**config.mk**
```make
export PLATFORM = sky130hd
export DESIGN_NAME = uart_irq
export DESIGN_NICKNAME = d
export VERILOG_FILES = /design/src/common/uart_irq_pkg.sv /design/src/hdl/reg_word_mem.sv /design/src/hdl/uart_irq.sv
export VERILOG_INCLUDE_DIRS = /design/src /design/src/common
export SDC_FILE = /design/constraint.sdc
export NUM_CORES = 1
export LEC_CHECK = 0
export BUFFER_PORTS_ARGS = -buffer_cell sky130_fd_sc_hd__clkbuf_2
export CORE_MARGIN = 5
export CORE_UTILIZATION = 50
export DETAILED_ROUTE_END_ITERATION = 10
export PLACE_DENSITY = 0.69
export SKIP_CTS_REPAIR_TIMING = 1
export SKIP_LAST_GASP = 1
export SYNTH_ARGS = -nofsm -noshare
export SYNTH_HDL_FRONTEND = slang
export SYNTH_SLANG_ARGS = --single-unit
```
**constraint.sdc**
```tcl
create_clock -name clk -period 3.09 [get_ports clk]
set_clock_uncertainty 0.15 [all_clocks]
set_input_delay 0.309 -clock clk [delete_from_list [all_inputs] [get_ports clk]]
set_output_delay 0.309 -clock clk [all_outputs]
set_load 0.01 [all_outputs]
```
**src/common/uart_irq_defs.svh**
```systemverilog
// register offsets, field positions, reset values and timing counts for the serial port interrupt block
// assumes a 32-bit word register port with byte offsets, decoded relative to the peripheral base
`ifndef UART_IRQ_DEFS_SVH
`define UART_IRQ_DEFS_SVH
`define BASE_ADDR 32'h4030_0000
`define WIN_MASK 32'hffff_ff00
`define OFF_DATA 8'h00
`define OFF_ERRSTAT 8'h04
`define OFF_IDLE 8'h0c
`define OFF_FLAG 8'h18
`define OFF_RXLC 8'h1c
`define OFF_BAUDI 8'h24
`define OFF_BAUDF 8'h28
`define OFF_TXLC 8'h2c
`define OFF_CTRL 8'h30
`define OFF_LVL 8'h34
`define OFF_MASK 8'h38
`define OFF_RAW 8'h3c
`define OFF_MSK 8'h40
`define OFF_ICLR 8'h44
`define OFF_DMA 8'h48
`define OFF_SFC 8'h50
`define OFF_RESUME_CHAR_ONE 8'h54
`define OFF_RESUME_CHAR_TWO 8'h58
`define OFF_PAUSE_CHAR_ONE 8'h5c
`define OFF_PAUSE_CHAR_TWO 8'h60
`define RST_IDLE 32'h0000_01ff
`define RST_FLAG 32'h0000_1e90
`define RST_CTRL 32'h0004_0300
`define RST_LVL 32'h0000_0012
`define RST_ZERO 32'h0000_0000
// interrupt bit positions in raw, mask, masked and clear registers
`define IB_TXE 0
`define IB_XOFF 1
`define IB_RX 2
`define IB_TX 3
`define IB_RTO 4
`define IB_ERR 5
`define NSRC 6
// error status bit positions
`define EB_FE 0
`define EB_PE 1
`define EB_BE 2
`define EB_OE 3
// control register: fifo enable bit; level select fields
`define CTRL_FEN 4
`define LVL_TX_LO 0
`define LVL_RX_LO 3
`define FIFO_DEPTH 5'h10
`endif

```
**src/common/uart_irq_pkg.sv**
```systemverilog
// types shared by the serial port interrupt block
// assumes the defs header supplies all numeric constants
package uart_irq_pkg;
  typedef logic [4:0] count_t; // fifo occupancy 0..16
  typedef logic [31:0] word_t; // register word
endpackage

```
**src/hdl/reg_word_mem.sv**
```systemverilog
// small word store for the plain read-write registers (baud, line control, dma, flow control)
// assumes one write and one read per cycle; read data comes from a register
`include "uart_irq_defs.svh"
module reg_word_mem (
  input wire logic clk,
  input wire logic rst_b,
  input wire logic ce,
  input wire logic wrEn,
  input wire logic [2:0] wrIdx,
  input wire uart_irq_pkg::word_t wrData,
  input wire logic [2:0] rdIdx,
  output uart_irq_pkg::word_t rdData
);
  uart_irq_pkg::word_t mem_r [8]; // storage words
  // write port and registered read
  always_ff @(posedge clk or negedge rst_b) begin
    if (!rst_b) begin
      for (int i = 0; i < 8; i++) begin
        mem_r[i] <= `RST_ZERO;
      end
      rdData <= `RST_ZERO;
    end else if (ce) begin
      if (wrEn) begin
        mem_r[wrIdx] <= wrData;
      end
      rdData <= (wrEn && wrIdx == rdIdx) ? wrData : mem_r[rdIdx];
    end
  end
endmodule

```
**src/hdl/uart_irq.sv**
```systemverilog
// serial port register map and interrupt generation
// assumes the receiver and transmitter datapaths sit outside; they report
// fifo levels, character events and line errors as one-cycle pulses or levels
`include "uart_irq_defs.svh"

// Overview of operation
// - fifo mode rx irq at watermark
// - single mode rx irq while data held
// - fifo mode tx irq below watermark
// - single mode tx irq when location empty
// - tx irq set on transition, not level
// - accept char while holding register busy
// - bottom write clears tx irq, else software
// - timeout irq when rx idle too long
// - timeout cleared by emptying or software
// - error irq on framing parity break overrun
// - any error clear write clears flags
// - offset four reads status, writes clear
// - idle limit register resets to 511
// - decode window at fixed base address
// - four flow control character registers
// - flag control level reset values
// - six sources into one interrupt output
// - mask one enables; masked equals raw and mask
module uart_irq (
  input wire logic clk,
  input wire logic rst_b,
  input wire logic ce, // freezes all state while low
  input wire logic [31:0] addr, // full byte address
  input wire logic [31:0] wrData,
  input wire logic wrStb,
  input wire logic rdStb,
  output logic [31:0] rdData, // valid cycle after read strobe
  input wire logic [4:0] rxCount, // receive fifo occupancy
  input wire logic [4:0] txCount, // transmit fifo occupancy (bottom location in single mode)
  input wire logic txBusy, // holding register shifting
  input wire logic rxCharPulse, // character or valid start bit seen
  input wire logic rxPopPulse, // receive data taken by the datapath
  input wire logic [7:0] rxChar, // character at top of receive fifo
  input wire logic xoffMatch, // pause or special char match pulse
  input wire logic [3:0] rxErr, // error pulses: fe pe be oe
  input wire logic [15:0] flagIn, // live flag bits from datapath
  output logic txPush, // one-cycle push of a written character
  output logic [7:0] txChar,
  output logic rxPop, // one-cycle pop request on data read
  output logic fifoEn, // fifo mode from control register
  output logic [31:0] ctrlOut,
  output logic [31:0] lvlOut,
  output logic irq // combined interrupt
);
  // register bank
  logic [31:0] idle_r; // rx idle limit
  logic [31:0] ctrl_r; // main control
  logic [31:0] lvl_r; // level select
  logic [5:0] mask_r; // interrupt mask
  logic [5:0] raw_r; // raw status
  logic [3:0] err_r; // receive error status
  logic [7:0] resume_char_one_r, resume_char_two_r, pause_char_one_r, pause_char_two_r; // flow control characters
  logic [31:0] flag_r; // flag register image
  logic [31:0] idleCnt_r; // idle counter
  logic [4:0] txCountPrev_r; // for transition detection
  logic rdPend_r; // read issued last cycle
  logic [31:0] rdMux_r; // captured read value
  logic memSel_r; // last read came from word store
  logic [31:0] memRd; // word store read data

  // address decode
  wire inWin = (addr & `WIN_MASK) == `BASE_ADDR;
  wire [7:0] off = addr[7:0];
  wire wr = wrStb && inWin;
  wire rd = rdStb && inWin;
  wire wrData0 = wr && off == `OFF_DATA;
  wire rdData0 = rd && off == `OFF_DATA;
  wire wrIcr = wr && off == `OFF_ICLR;
  wire wrEcr = wr && off == `OFF_ERRSTAT;
  wire fen = ctrl_r[`CTRL_FEN];

  // watermark from level select: code 0..4 gives 2,4,8,12,14 of 16
  function automatic logic [4:0] mark(input logic [2:0] code);
    case (code)
      3'h0: mark = 5'h02;
      3'h1: mark = 5'h04;
      3'h2: mark = 5'h08;
      3'h3: mark = 5'h0c;
      default: mark = 5'h0e;
    endcase
  endfunction

  // store index of the plain registers
  function automatic logic [2:0] memIdx(input logic [7:0] o);
    case (o)
      `OFF_RXLC: memIdx = 3'h0;
      `OFF_BAUDI: memIdx = 3'h1;
      `OFF_BAUDF: memIdx = 3'h2;
      `OFF_TXLC: memIdx = 3'h3;
      `OFF_DMA: memIdx = 3'h4;
      `OFF_SFC: memIdx = 3'h5;
      default: memIdx = 3'h7;
    endcase
  endfunction

  wire isMem = memIdx(off) != 3'h7;
  wire [4:0] rxMark = mark(lvl_r[`LVL_RX_LO +: 3]);
  wire [4:0] txMark = mark(lvl_r[`LVL_TX_LO +: 3]);

  // receive level: watermark in fifo mode, any data in single mode
  wire rxLevel = fen ? (rxCount >= rxMark) : (rxCount != 5'h00);
  // transmit: edge when the level crosses down, never on the level alone
  wire txBelow = fen ? (txCount < txMark) : (txCount == 5'h00);
  wire txBelowPrev = fen ? (txCountPrev_r < txMark) : (txCountPrev_r == 5'h00);
  wire txSet = txBelow && !txBelowPrev;
  // writes clear: above watermark, or any write into bottom location
  wire txClr = fen ? (txCount > txMark) : (txCount != 5'h00);
  wire txEmptySet = !txBusy && txCount == 5'h00 && txCountPrev_r != 5'h00;
  wire idleHit = rxCount != 5'h00 && idleCnt_r >= idle_r && idle_r != `RST_ZERO;
  wire rxEmpty = rxCount == 5'h00;

  // raw status next value: hardware set beats software clear
  logic [5:0] rawSet, rawHwClr, raw_nxt;
  always_comb begin
    rawSet = '0;
    rawHwClr = '0;
    rawSet[`IB_TXE] = txEmptySet;
    rawSet[`IB_XOFF] = xoffMatch;
    rawSet[`IB_RX] = rxLevel;
    rawHwClr[`IB_RX] = !rxLevel;
    rawSet[`IB_TX] = txSet;
    rawHwClr[`IB_TX] = txClr;
    rawSet[`IB_RTO] = idleHit;
    rawHwClr[`IB_RTO] = rxEmpty;
    rawSet[`IB_ERR] = |rxErr;
    // only ones in the clear word act
    raw_nxt = ((raw_r & ~rawHwClr) & ~(wrIcr ? wrData[5:0] : 6'h00)) | rawSet;
  end

  // error flags: sticky, any error clear write or matching clear bit
  wire [3:0] err_nxt = (err_r & ~((wrEcr || (wrIcr && wrData[`IB_ERR])) ? 4'hf : 4'h0)) | rxErr;

  // interrupt state
  always_ff @(posedge clk or negedge rst_b) begin
    if (!rst_b) begin
      raw_r <= '0;
      err_r <= '0;
      txCountPrev_r <= '0;
      idleCnt_r <= `RST_ZERO;
    end else if (ce) begin
      raw_r <= raw_nxt;
      err_r <= err_nxt;
      txCountPrev_r <= txCount;
      // idle counter restarts on a received character or empty fifo; >= recovers when the limit drops mid-count
      idleCnt_r <= (rxCharPulse || rxEmpty || idleCnt_r >= idle_r) ? `RST_ZERO : idleCnt_r + 32'h1;
    end
  end

  // software registers
  always_ff @(posedge clk or negedge rst_b) begin
    if (!rst_b) begin
      idle_r <= `RST_IDLE;
      ctrl_r <= `RST_CTRL;
      lvl_r <= `RST_LVL;
      mask_r <= '0;
      resume_char_one_r <= '0;
      resume_char_two_r <= '0;
      pause_char_one_r <= '0;
      pause_char_two_r <= '0;
    end else if (ce && wr) begin
      case (off)
        `OFF_IDLE: idle_r <= wrData;
        `OFF_CTRL: ctrl_r <= wrData;
        `OFF_LVL: lvl_r <= wrData;
        `OFF_MASK: mask_r <= wrData[5:0];
        `OFF_RESUME_CHAR_ONE: resume_char_one_r <= wrData[7:0];
        `OFF_RESUME_CHAR_TWO: resume_char_two_r <= wrData[7:0];
        `OFF_PAUSE_CHAR_ONE: pause_char_one_r <= wrData[7:0];
        `OFF_PAUSE_CHAR_TWO: pause_char_two_r <= wrData[7:0];
        default: begin
        end
      endcase
    end
  end

  reg_word_mem u_mem (
    .clk(clk),
    .rst_b(rst_b),
    .ce(ce),
    .wrEn(wr && isMem),
    .wrIdx(memIdx(off)),
    .wrData(wrData),
    .rdIdx(memIdx(off)),
    .rdData(memRd)
  );

  // read selection
  wire [5:0] masked_interrupt_status = raw_r & mask_r;
  logic [31:0] rdSel;
  always_comb begin
    case (off)
      `OFF_DATA: rdSel = {20'h0, err_r, rxChar};
      `OFF_ERRSTAT: rdSel = {28'h0, err_r};
      `OFF_IDLE: rdSel = idle_r;
      `OFF_FLAG: rdSel = flag_r;
      `OFF_CTRL: rdSel = ctrl_r;
      `OFF_LVL: rdSel = lvl_r;
      `OFF_MASK: rdSel = {26'h0, mask_r};
      `OFF_RAW: rdSel = {26'h0, raw_r};
      `OFF_MSK: rdSel = {26'h0, masked_interrupt_status};
      `OFF_RESUME_CHAR_ONE: rdSel = {24'h0, resume_char_one_r};
      `OFF_RESUME_CHAR_TWO: rdSel = {24'h0, resume_char_two_r};
      `OFF_PAUSE_CHAR_ONE: rdSel = {24'h0, pause_char_one_r};
      `OFF_PAUSE_CHAR_TWO: rdSel = {24'h0, pause_char_two_r};
      default: rdSel = `RST_ZERO;
    endcase
  end

  // read pipeline and data port side effects
  always_ff @(posedge clk or negedge rst_b) begin
    if (!rst_b) begin
      rdMux_r <= `RST_ZERO;
      memSel_r <= 1'b0;
      rdPend_r <= 1'b0;
      flag_r <= `RST_FLAG;
      txPush <= 1'b0;
      txChar <= 8'h00;
      rxPop <= 1'b0;
      irq <= 1'b0;
      fifoEn <= 1'b0;
      ctrlOut <= `RST_CTRL;
      lvlOut <= `RST_LVL;
    end else if (ce) begin
      rdMux_r <= rd ? rdSel : `RST_ZERO;
      memSel_r <= rd && isMem;
      rdPend_r <= rd;
      flag_r <= {16'h0, flagIn};
      // holding register may be busy: the write goes into the bottom location
      txPush <= wrData0;
      txChar <= wrData0 ? wrData[7:0] : txChar;
      rxPop <= rdData0;
      irq <= |masked_interrupt_status;
      fifoEn <= fen;
      ctrlOut <= ctrl_r;
      lvlOut <= lvl_r;
    end
  end

  assign rdData = memSel_r ? memRd : rdMux_r;

  // assertions
  property p_rx_single;
    @(posedge clk) disable iff (!rst_b) ce && !fen && rxCount != 5'h00 |=> raw_r[`IB_RX];
  endproperty
  a_rx_single: assert property (p_rx_single) else $error("rx irq missing in single mode");

  property p_rx_fifo;
    @(posedge clk) disable iff (!rst_b) ce && fen && rxCount >= rxMark |=> raw_r[`IB_RX];
  endproperty
  a_rx_fifo: assert property (p_rx_fifo) else $error("rx irq missing at watermark");

  property p_tx_edge;
    @(posedge clk) disable iff (!rst_b) ce && !txSet && !raw_r[`IB_TX] |=> !raw_r[`IB_TX];
  endproperty
  a_tx_edge: assert property (p_tx_edge) else $error("tx irq set without transition");

  property p_tx_clr;
    @(posedge clk) disable iff (!rst_b) ce && txClr && !txSet |=> !raw_r[`IB_TX];
  endproperty
  a_tx_clr: assert property (p_tx_clr) else $error("tx irq not cleared by write");

  property p_err_sticky;
    @(posedge clk) disable iff (!rst_b) ce && err_r[`EB_FE] && !wrEcr && !(wrIcr && wrData[`IB_ERR]) |=> err_r[`EB_FE];
  endproperty
  a_err_sticky: assert property (p_err_sticky) else $error("error flag dropped");

  property p_ecr;
    @(posedge clk) disable iff (!rst_b) ce && wrEcr && rxErr == 4'h0 |=> err_r == 4'h0;
  endproperty
  a_ecr: assert property (p_ecr) else $error("error clear write ignored");

  property p_irq;
    @(posedge clk) disable iff (!rst_b) ce |=> irq == |$past(masked_interrupt_status);
  endproperty
  a_irq: assert property (p_irq) else $error("irq does not follow masked status");

  property p_rto_clr;
    @(posedge clk) disable iff (!rst_b) ce && rxEmpty && !idleHit |=> !raw_r[`IB_RTO];
  endproperty
  a_rto_clr: assert property (p_rto_clr) else $error("timeout irq not cleared");

  // a pending error stays raised while its clear bit is written as zero
  property p_icr_zero;
    @(posedge clk) disable iff (!rst_b) ce && wrIcr && !wrData[`IB_ERR] && raw_r[`IB_ERR] |=> raw_r[`IB_ERR];
  endproperty
  a_icr_zero: assert property (p_icr_zero) else $error("zero clear bit had effect");

  property p_rto_set;
    @(posedge clk) disable iff (!rst_b) ce && idleHit |=> raw_r[`IB_RTO];
  endproperty
  a_rto_set: assert property (p_rto_set) else $error("timeout irq missing");

  property p_tx_set;
    @(posedge clk) disable iff (!rst_b) ce && txSet |=> raw_r[`IB_TX];
  endproperty
  a_tx_set: assert property (p_tx_set) else $error("tx irq missing after transition");

  property p_err_set;
    @(posedge clk) disable iff (!rst_b) ce && rxErr != 4'h0 |=> raw_r[`IB_ERR];
  endproperty
  a_err_set: assert property (p_err_set) else $error("error irq missing");

  property p_icr_one;
    @(posedge clk) disable iff (!rst_b) ce && wrIcr && wrData[`IB_ERR] && rxErr == 4'h0
      |=> !raw_r[`IB_ERR] && err_r == 4'h0;
  endproperty
  a_icr_one: assert property (p_icr_one) else $error("error irq not cleared by clear bit");

  property p_mis_rd;
    @(posedge clk) disable iff (!rst_b) ce && rd && off == `OFF_MSK |=> rdData == {26'h0, $past(masked_interrupt_status)};
  endproperty
  a_mis_rd: assert property (p_mis_rd) else $error("masked status read wrong");

  property p_win;
    @(posedge clk) disable iff (!rst_b) ce && rdStb && !inWin |=> !rdPend_r && rdData == `RST_ZERO;
  endproperty
  a_win: assert property (p_win) else $error("read outside window answered");

  property p_idle_wr;
    @(posedge clk) disable iff (!rst_b) ce && wr && off == `OFF_IDLE |=> idle_r == $past(wrData);
  endproperty
  a_idle_wr: assert property (p_idle_wr) else $error("idle limit write lost");

  property p_errstat_rd;
    @(posedge clk) disable iff (!rst_b) ce && rd && off == `OFF_ERRSTAT |=> rdData == {28'h0, $past(err_r)};
  endproperty
  a_errstat_rd: assert property (p_errstat_rd) else $error("error status read wrong");

  property p_tx_push;
    @(posedge clk) disable iff (!rst_b) ce && wrData0 |=> txPush;
  endproperty
  a_tx_push: assert property (p_tx_push) else $error("data write not pushed");

  property p_mask_wr;
    @(posedge clk) disable iff (!rst_b) ce && wr && off == `OFF_MASK |=> mask_r == $past(wrData[5:0]);
  endproperty
  a_mask_wr: assert property (p_mask_wr) else $error("mask write lost");

  c_rx: cover property (@(posedge clk) disable iff (!rst_b) raw_r[`IB_RX] ##1 !raw_r[`IB_RX]);
  c_tx: cover property (@(posedge clk) disable iff (!rst_b) txSet);
  c_rto: cover property (@(posedge clk) disable iff (!rst_b) idleHit);
  c_irq: cover property (@(posedge clk) disable iff (!rst_b) irq);
  c_err: cover property (@(posedge clk) disable iff (!rst_b) raw_r[`IB_ERR]);
endmodule

```
==> results_dict.tcl, run 1 <==
set metrics [dict create \
    outcome "complete, but fails checks" \
    violations "hold timing" \
    synth_most_common_cell "dfrtp_1" \
    ys_types 76 \
    wl_um 76500 \
    cap_violations 0 \
    slowest_stage "or3_1" \
    rows 83 \
    r2r_end "idleCnt_r[3]" \
    numPortBuffers 217 \
    avgSynthCellArea_um2 12.4 \
    min-delay-start "wrData[15]" \
    yosysTopAreaCell "dfrtp_1" \
    syn_area_um2 25900 \
    clockBufferDepth 3 \
    synth-edff-count 0 \
    powerDensity_nw_per_um2 523 \
    synth_top_cell_area_share 0.517 \
    hold-path-endpoint "idle_r[15]" \
    die_area_um2 56500 \
    min_period_ns 2.89 \
    clock_latency_ns 0.65 \
    synthToLayoutAreaGrowth_pct 18.2 \
    synth_top_family_by_area "multiplexers" \
    place_hpwl_um 51500 \
    syn_inst 2099 \
    overflow 0 \
    grt_usage 0.267 \
    timing.fmax_ghz 0.346 \
    synth-xor-area-share 0.00878 \
    vias 18600 \
    worstMarginPinSlew_ns 0.703 \
    grt_pass1_wl_um 118000 \
    final-setup-viol-count 0 \
    grt_max_degree 95 \
    initial_core_util 0.505 \
    clkTransAtPathRegs_ns 0.06 \
    synth_common_cells "dfrtp_1, mux2_2, clkbuf_1" \
    critPathCaptureType "flip-flop" \
    coreArea_um2 51300 \
    nNetsFinal 2471 \
    final_max_slew_viol_count 0 \
    dieHeight_um 238 \
    path_cells "inv_1, ha_1, nand4_1, or3_1, a2111oi_2, nor4_2, a211oi_2, buf_4, nor3_1" \
    h-tree-depth 2 \
    critPathMaxStageDelay_ns 0.44 \
    netlist_top_cells_area "dfrtp_1, mux2_2, dfstp_2, ha_1, clkbuf_1" \
    yosysSeqAreaShare 0.543 \
    detail-route-antenna-nets 0 \
    die_w_um 238 \
    syn_nets 2251 \
    synthSimpleGateAreaFrac 0.0789 \
    finalCritPeriodShare 0.936 \
    hold_class "in -> reg" \
    power.leakage_nw 15.0 \
    cts.sinks 561 \
    ys_warn_count 0 \
    arrival_ns 3.25 \
    crit_fanout 21 \
    crit_path_start_kind "flip-flop" \
    drc_errors 0 \
    antenna_found_initial 0 \
    cp.required_ns 3.44 \
    pin_count 219 \
    synth-compound-area-share 0.109 \
    cts_root_buf "clkbuf_16" \
    cts_tree "done" \
    r2r_start "idle_r[15]" \
    cts_buffers 59 \
    min_delay_path_depth 3 \
    hold_violations 2 \
    path_class "reg -> reg" \
    place.gp.congestion 0.906 \
    synth-async-reset-ratio 1.00 \
    ys_ff_latch 561 \
    stdcell_count 3050 \
    diodes 0 \
    synth_flop_cell "dfrtp_1" \
    peakVddDrop_uv 470 \
    max_slew_margin 0.525 \
    whs_ns -0.0181 \
    avgRoutedWirePerCell_um 25.1 \
    dp.cells 2887 \
    drt_iter0_markers 1431 \
    fin_util 0.597 \
    viasPerCell 6.10 \
    first_global_vias 19200 \
    reg2regPathDepth 9 \
    synth_fa_ha_area_frac 0.0198 \
    fillers 4143 \
    drive_gt1_frac 0.359 \
    synthMuxAreaShare 0.199 \
    rrSetupSlack_ns 0.20 \
    dr.pass1.iters 8 \
]
## placed cells by master, fill, tap and decap left out, types with 22 or more instances in the layout
cell type and count:
nor2_1 95, mux2_1 35, nor4_1 40, nand3_1 26, and3_1 35, a222oi_1 22, a221oi_1 30, dfrtp_1 536
clkbuf_2 215, ha_1 41, o2bb2ai_1 34, o21ai_0 80, a22o_1 26, dfstp_2 25, a22oi_1 30, buf_12 24
nand2_1 87, clkbuf_16 59, inv_1 47, a21oi_1 28, buf_4 62, nor3_1 22, a211oi_1 25, dlygate4sd3_1 51
mux2i_1 35, mux2_2 392
## worst max path at each step
| stage | startpoint | endpoint | slack [ns] | cells past startpoint |
|---|---|---|---|---|
| 2_1_floorplan | addr[1] | u_mem.mem_r[135] | 0.45 | 10 |
| 3_3_place_gp | idle_r[15] | idleCnt_r[5] | 0.15 | 9 |
| 3_5_place_dp | idle_r[23] | idleCnt_r[6] | 0.09 | 9 |
| 4_1_cts | idle_r[15] | idleCnt_r[3] | 0.07 | 9 |
| 5_1_grt | idle_r[0] | idleCnt_r[6] | -0.04 | 8 |
| 6_report | idle_r[15] | idleCnt_r[3] | 0.20 | 9 |
## state kept, by name (all words and copies together), names as in the netlist, 8 cells and up
signal             cells
u_mem.mem_r          224
pause_char_two_r       8
ctrlOut               32
rdMux_r               32
txChar                 8
u_mem.rdData          32
idleCnt_r             32
lvlOut                32
flag_r                16
pause_char_one_r       8
lvl_r                 32
ctrl_r                32
resume_char_two_r      8
resume_char_one_r      8
idle_r                32
## critical path, delay by kind of cell (launching register included)
| kind | cells | cell delay [ns] |
|---|---|---|
| buffers and inverters | 2 | 0.40 |
| AND/OR/NAND/NOR | 4 | 0.81 |
| AO/OA/AOI/OAI | 2 | 0.68 |
| flip-flops | 1 | 0.41 |
| adder cells (fa/ha/maj) | 1 | 0.30 |
## where the power goes
group / total (mW) / switching [mW] / internal, mW / leakage [nW]
sequential: 7.45 / 0.0507 / 7.40 / 7.55
clock: 7.79 / 3.10 / 4.69 / 1.06
combinational: 0.776 / 0.520 / 0.256 / 6.37
total: 16.0 / 3.67 / 12.3 / 15.0
## cell type report
class / instances / area, um2 / area share
inverter: 48 / 180 / 0.00588
sequential: 561 / 14100 / 0.459
clock inverter: 36 / 520 / 0.0170
tap: 680 / 851 / 0.0278
clock buffer: 76 / 1640 / 0.0535
timing repair buffer: 353 / 2550 / 0.0831
multi-input combinational: 1296 / 10800 / 0.354
## per-stage QoR
| step | TNS (ns) | worst slack (ns) | instance area, um2 | hold WS (ns) | power, mW |
|---|---|---|---|---|---|
| 6_report | 0 | 0.197 | 30600 | -0.0181 | 16.0 |
| 5_1_grt | -0.0353 | -0.0353 | 30600 | 0.00382 | 16.5 |
| 4_1_cts | 0 | 0.0680 | 30100 | -0.517 | 16.1 |
| 3_5_place_dp | 0 | 0.0930 | 28000 | 0.159 | 8.31 |
| 3_3_place_gp | 0 | 0.150 | 28000 | 0.153 | 8.29 |
| 2_1_floorplan | 0 | 0.454 | 25900 | -0.137 | 7.87 |
## cells by family (layout without fill, tap and decap cells)
family	count (synthesis)	after routing
buf+inv	242	513
fa+ha+maj	41	41
flops	561	561
simple gates	389	389
xor+xnor	26	26
mux	462	462
compound gates	378	378
## metal layers
layer | vias to the layer above | global-route usage | share of wire
met5 | - | 0 | 0
met2 | 707 | 0.431 | 0.47
met3 | 132 | 0.0508 | 0.070
li1 | 8180 | - | -
met1 | 9594 | 0.368 | 0.43
met4 | 0 | 0.0847 | 0.032
No activity file was read; power rests on OpenSTA's default activity.
==> inputs of run 2 (changes only) <==
--- a/config.mk
+++ b/config.mk
@@ -6,11 +6,12 @@
 export SDC_FILE = /design/constraint.sdc
 export NUM_CORES = 1
 export LEC_CHECK = 0
+export ABC_AREA = 1
 export BUFFER_PORTS_ARGS = -buffer_cell sky130_fd_sc_hd__clkbuf_2
 export CORE_MARGIN = 5
 export CORE_UTILIZATION = 50
 export DETAILED_ROUTE_END_ITERATION = 10
-export PLACE_DENSITY = 0.69
+export PLACE_DENSITY = 0.68
 export SKIP_CTS_REPAIR_TIMING = 1
 export SKIP_LAST_GASP = 1
 export SYNTH_ARGS = -nofsm -noshare
==> constraint.sdc (replaced) <==
create_clock -name clk -period 3.6 [get_ports clk]
set_clock_uncertainty 0.15 [all_clocks]
set_input_delay 0.36 -clock clk [delete_from_list [all_inputs] [get_ports clk]]
set_output_delay 0.36 -clock clk [all_outputs]
set_load 0.01 [all_outputs]
==> results_dict.tcl, run 2 <==
set metrics [dict create \
    outcome "finished clean" \
    grt_pass1_wl_um 126000 \
    pin_count 219 \
    clockBufferDepth 3 \
    first_global_vias 22200 \
    coreArea_um2 55100 \
    top_layer "met4" \
    timing.fmax_ghz 0.354 \
    nNetsFinal 3757 \
    ys_ff_latch 593 \
    largest_reg_flops 256 \
    final_max_slew_viol_count 0 \
    ys_warn_count 0 \
    overflow 0 \
    peakVddDrop_uv 444 \
    largest-register "u_mem.mem_r" \
    cts.sinks 593 \
    arrival_ns 2.31 \
    stdcell_count 4406 \
    finish.instance_area_um2 31900 \
    met1_length_um 35200 \
    path_class "reg -> out" \
    critPathMaxStageDelay_ns 0.49 \
    min_period_ns 2.82 \
    vias 23500 \
    mostFrequentLayoutCells "nand2_1, dfrtp_1, o21ai_0" \
    crit_path_start_kind "flip-flop" \
    worstMarginPinSlew_ns 0.832 \
    synth_top_cell_area_share 0.512 \
    grt_max_degree 93 \
    avgRoutedWirePerCell_um 18.1 \
    grt_usage 0.261 \
    synthToLayoutAreaGrowth_pct 14.9 \
    drt_iter0_markers 2290 \
    dp.cells 4257 \
    final_common_cell "nand2_1" \
    ys_types 46 \
    clock_latency_ns 0.63 \
    viasPerCell 5.33 \
    syn_nets 3628 \
    die_w_um 246 \
    synth_common_cells "nand2_1, dfrtp_1, o21ai_0" \
    place.gp.congestion 0.959 \
    rows 86 \
    cts_root_buf "clkbuf_16" \
    dieHeight_um 246 \
    cts_tree "done" \
    place_hpwl_um 51900 \
    met2_length_um 36200 \
    final-setup-viol-count 0 \
    h-tree-depth 2 \
    wl_um 79900 \
    drive_gt1_frac 0.116 \
    die_area_um2 60400 \
    power_mw 13.8 \
    synth_most_common_cell "nand2_1" \
    cp.required_ns 3.09 \
    cap_violations 0 \
    avgSynthCellArea_um2 7.99 \
    antenna_found_initial 2 \
    yosysSeqAreaShare 0.535 \
    synth-async-reset-ratio 1.00 \
    critPathCaptureType "output port" \
    finalCritPeriodShare 0.784 \
    fin_util 0.580 \
    synth-edff-count 0 \
    yosysTopAreaCell "dfrtp_1" \
    hold_class "in -> reg" \
    fin_setup_tns_ns 0 \
    synth_flop_cell "dfrtp_1" \
    initial_core_util 0.504 \
    dr.pass1.iters 7 \
    crit_fanout 44 \
    dr_wl_met3_um 6000 \
    numPortBuffers 217 \
    rsz0062_at_grt "no" \
    slowest_stage "buf_4" \
    syn_area_um2 27800 \
    placed_area_um2 29600 \
    max_slew_margin 0.446 \
    hold_violations 0 \
    clkTransAtPathRegs_ns 0.06 \
    path_cells "buf_4, nand2_1, o21ai_0, clkbuf_2" \
    netlist_top_cells_area "dfrtp_1, nand2_1, o21ai_0, inv_1, nand3_1" \
    drc_errors 0 \
    cts_buffers 60 \
    powerDensity_nw_per_um2 431 \
    power.leakage_nw 15.4 \
    detail-route-antenna-nets 0 \
    syn_inst 3476 \
]
run 2: final timing paths:
| check | from | to | slack (ns) | cells past startpoint |
|---|---|---|---|---|
| setup / recovery | memSel_r | rdData[31] | 0.78 | 4 |
| hold / removal | rxCount[4] | raw_r[2] | 0.005 | 5 |
| setup reg to reg | idle_r[31] | idleCnt_r[4] | 0.87 | 12 |
| hold reg to reg | u_mem.mem_r[13] | u_mem.mem_r[13] | 0.22 | 0 |
| max in group asynchronous | rst_b | u_mem.mem_r[113] | 2.11 | 4 |
| min in group asynchronous | rst_b | txCountPrev_r[0] | 0.11 | 2 |
run 2: layout make-up:
cell class | instances | area, um2
fillers | 5024 | 23200
flip-flops and latches | 593 | 14900
multi-input cells | 2253 | 10600
repair buffers | 310 | 2060
clock buffers | 97 | 1840
inverters | 387 | 1460
well taps | 748 | 936
clock inverters | 15 | 183
diodes | 3 | 7.51
run 2: through the flow:
step	hold slack, ns	setup WS, ns
6_report	0.00525	0.777
5_1_grt	0.0224	0.641
3_5_place_dp	0.169	0.546
3_3_place_gp	0.167	0.602
4_1_cts	-0.497	0.799
2_1_floorplan	-0.0856	1.36
run 2: where the power goes:
group / internal (mW) / total, mW / switching (mW)
Combinational: 0.166 / 0.610 / 0.444
Clock: 3.76 / 6.40 / 2.64
Sequential: 6.72 / 6.76 / 0.0368
Total: 10.7 / 13.8 / 3.12
run 2: routing by layer:
metal	track usage	vias up
met5	0	-
met4	0.0799	0
met3	0.0460	143
met2	0.408	789
met1	0.377	11200
li1	-	11400
run 2: cell families (layout without fill, tap and decap cells):
family	count (synthesis)	in the layout	share of synthesized area
simple gates	1530	1530	0.226
compound gates	664	664	0.128
buf+inv	630	809	0.0863
flops	593	593	0.535
fa+ha+maj	41	41	0.0185
xor+xnor	18	18	0.00568
other cells	0	3	0
run 2: critical path: cells and delay by family, from the launching register on:
family,cells,cell delay [ns]
DFF,1,0.45
AOI/OAI and AO/OA,1,0.23
and+or+nand+nor,1,0.30
buffers and inverters,2,0.69
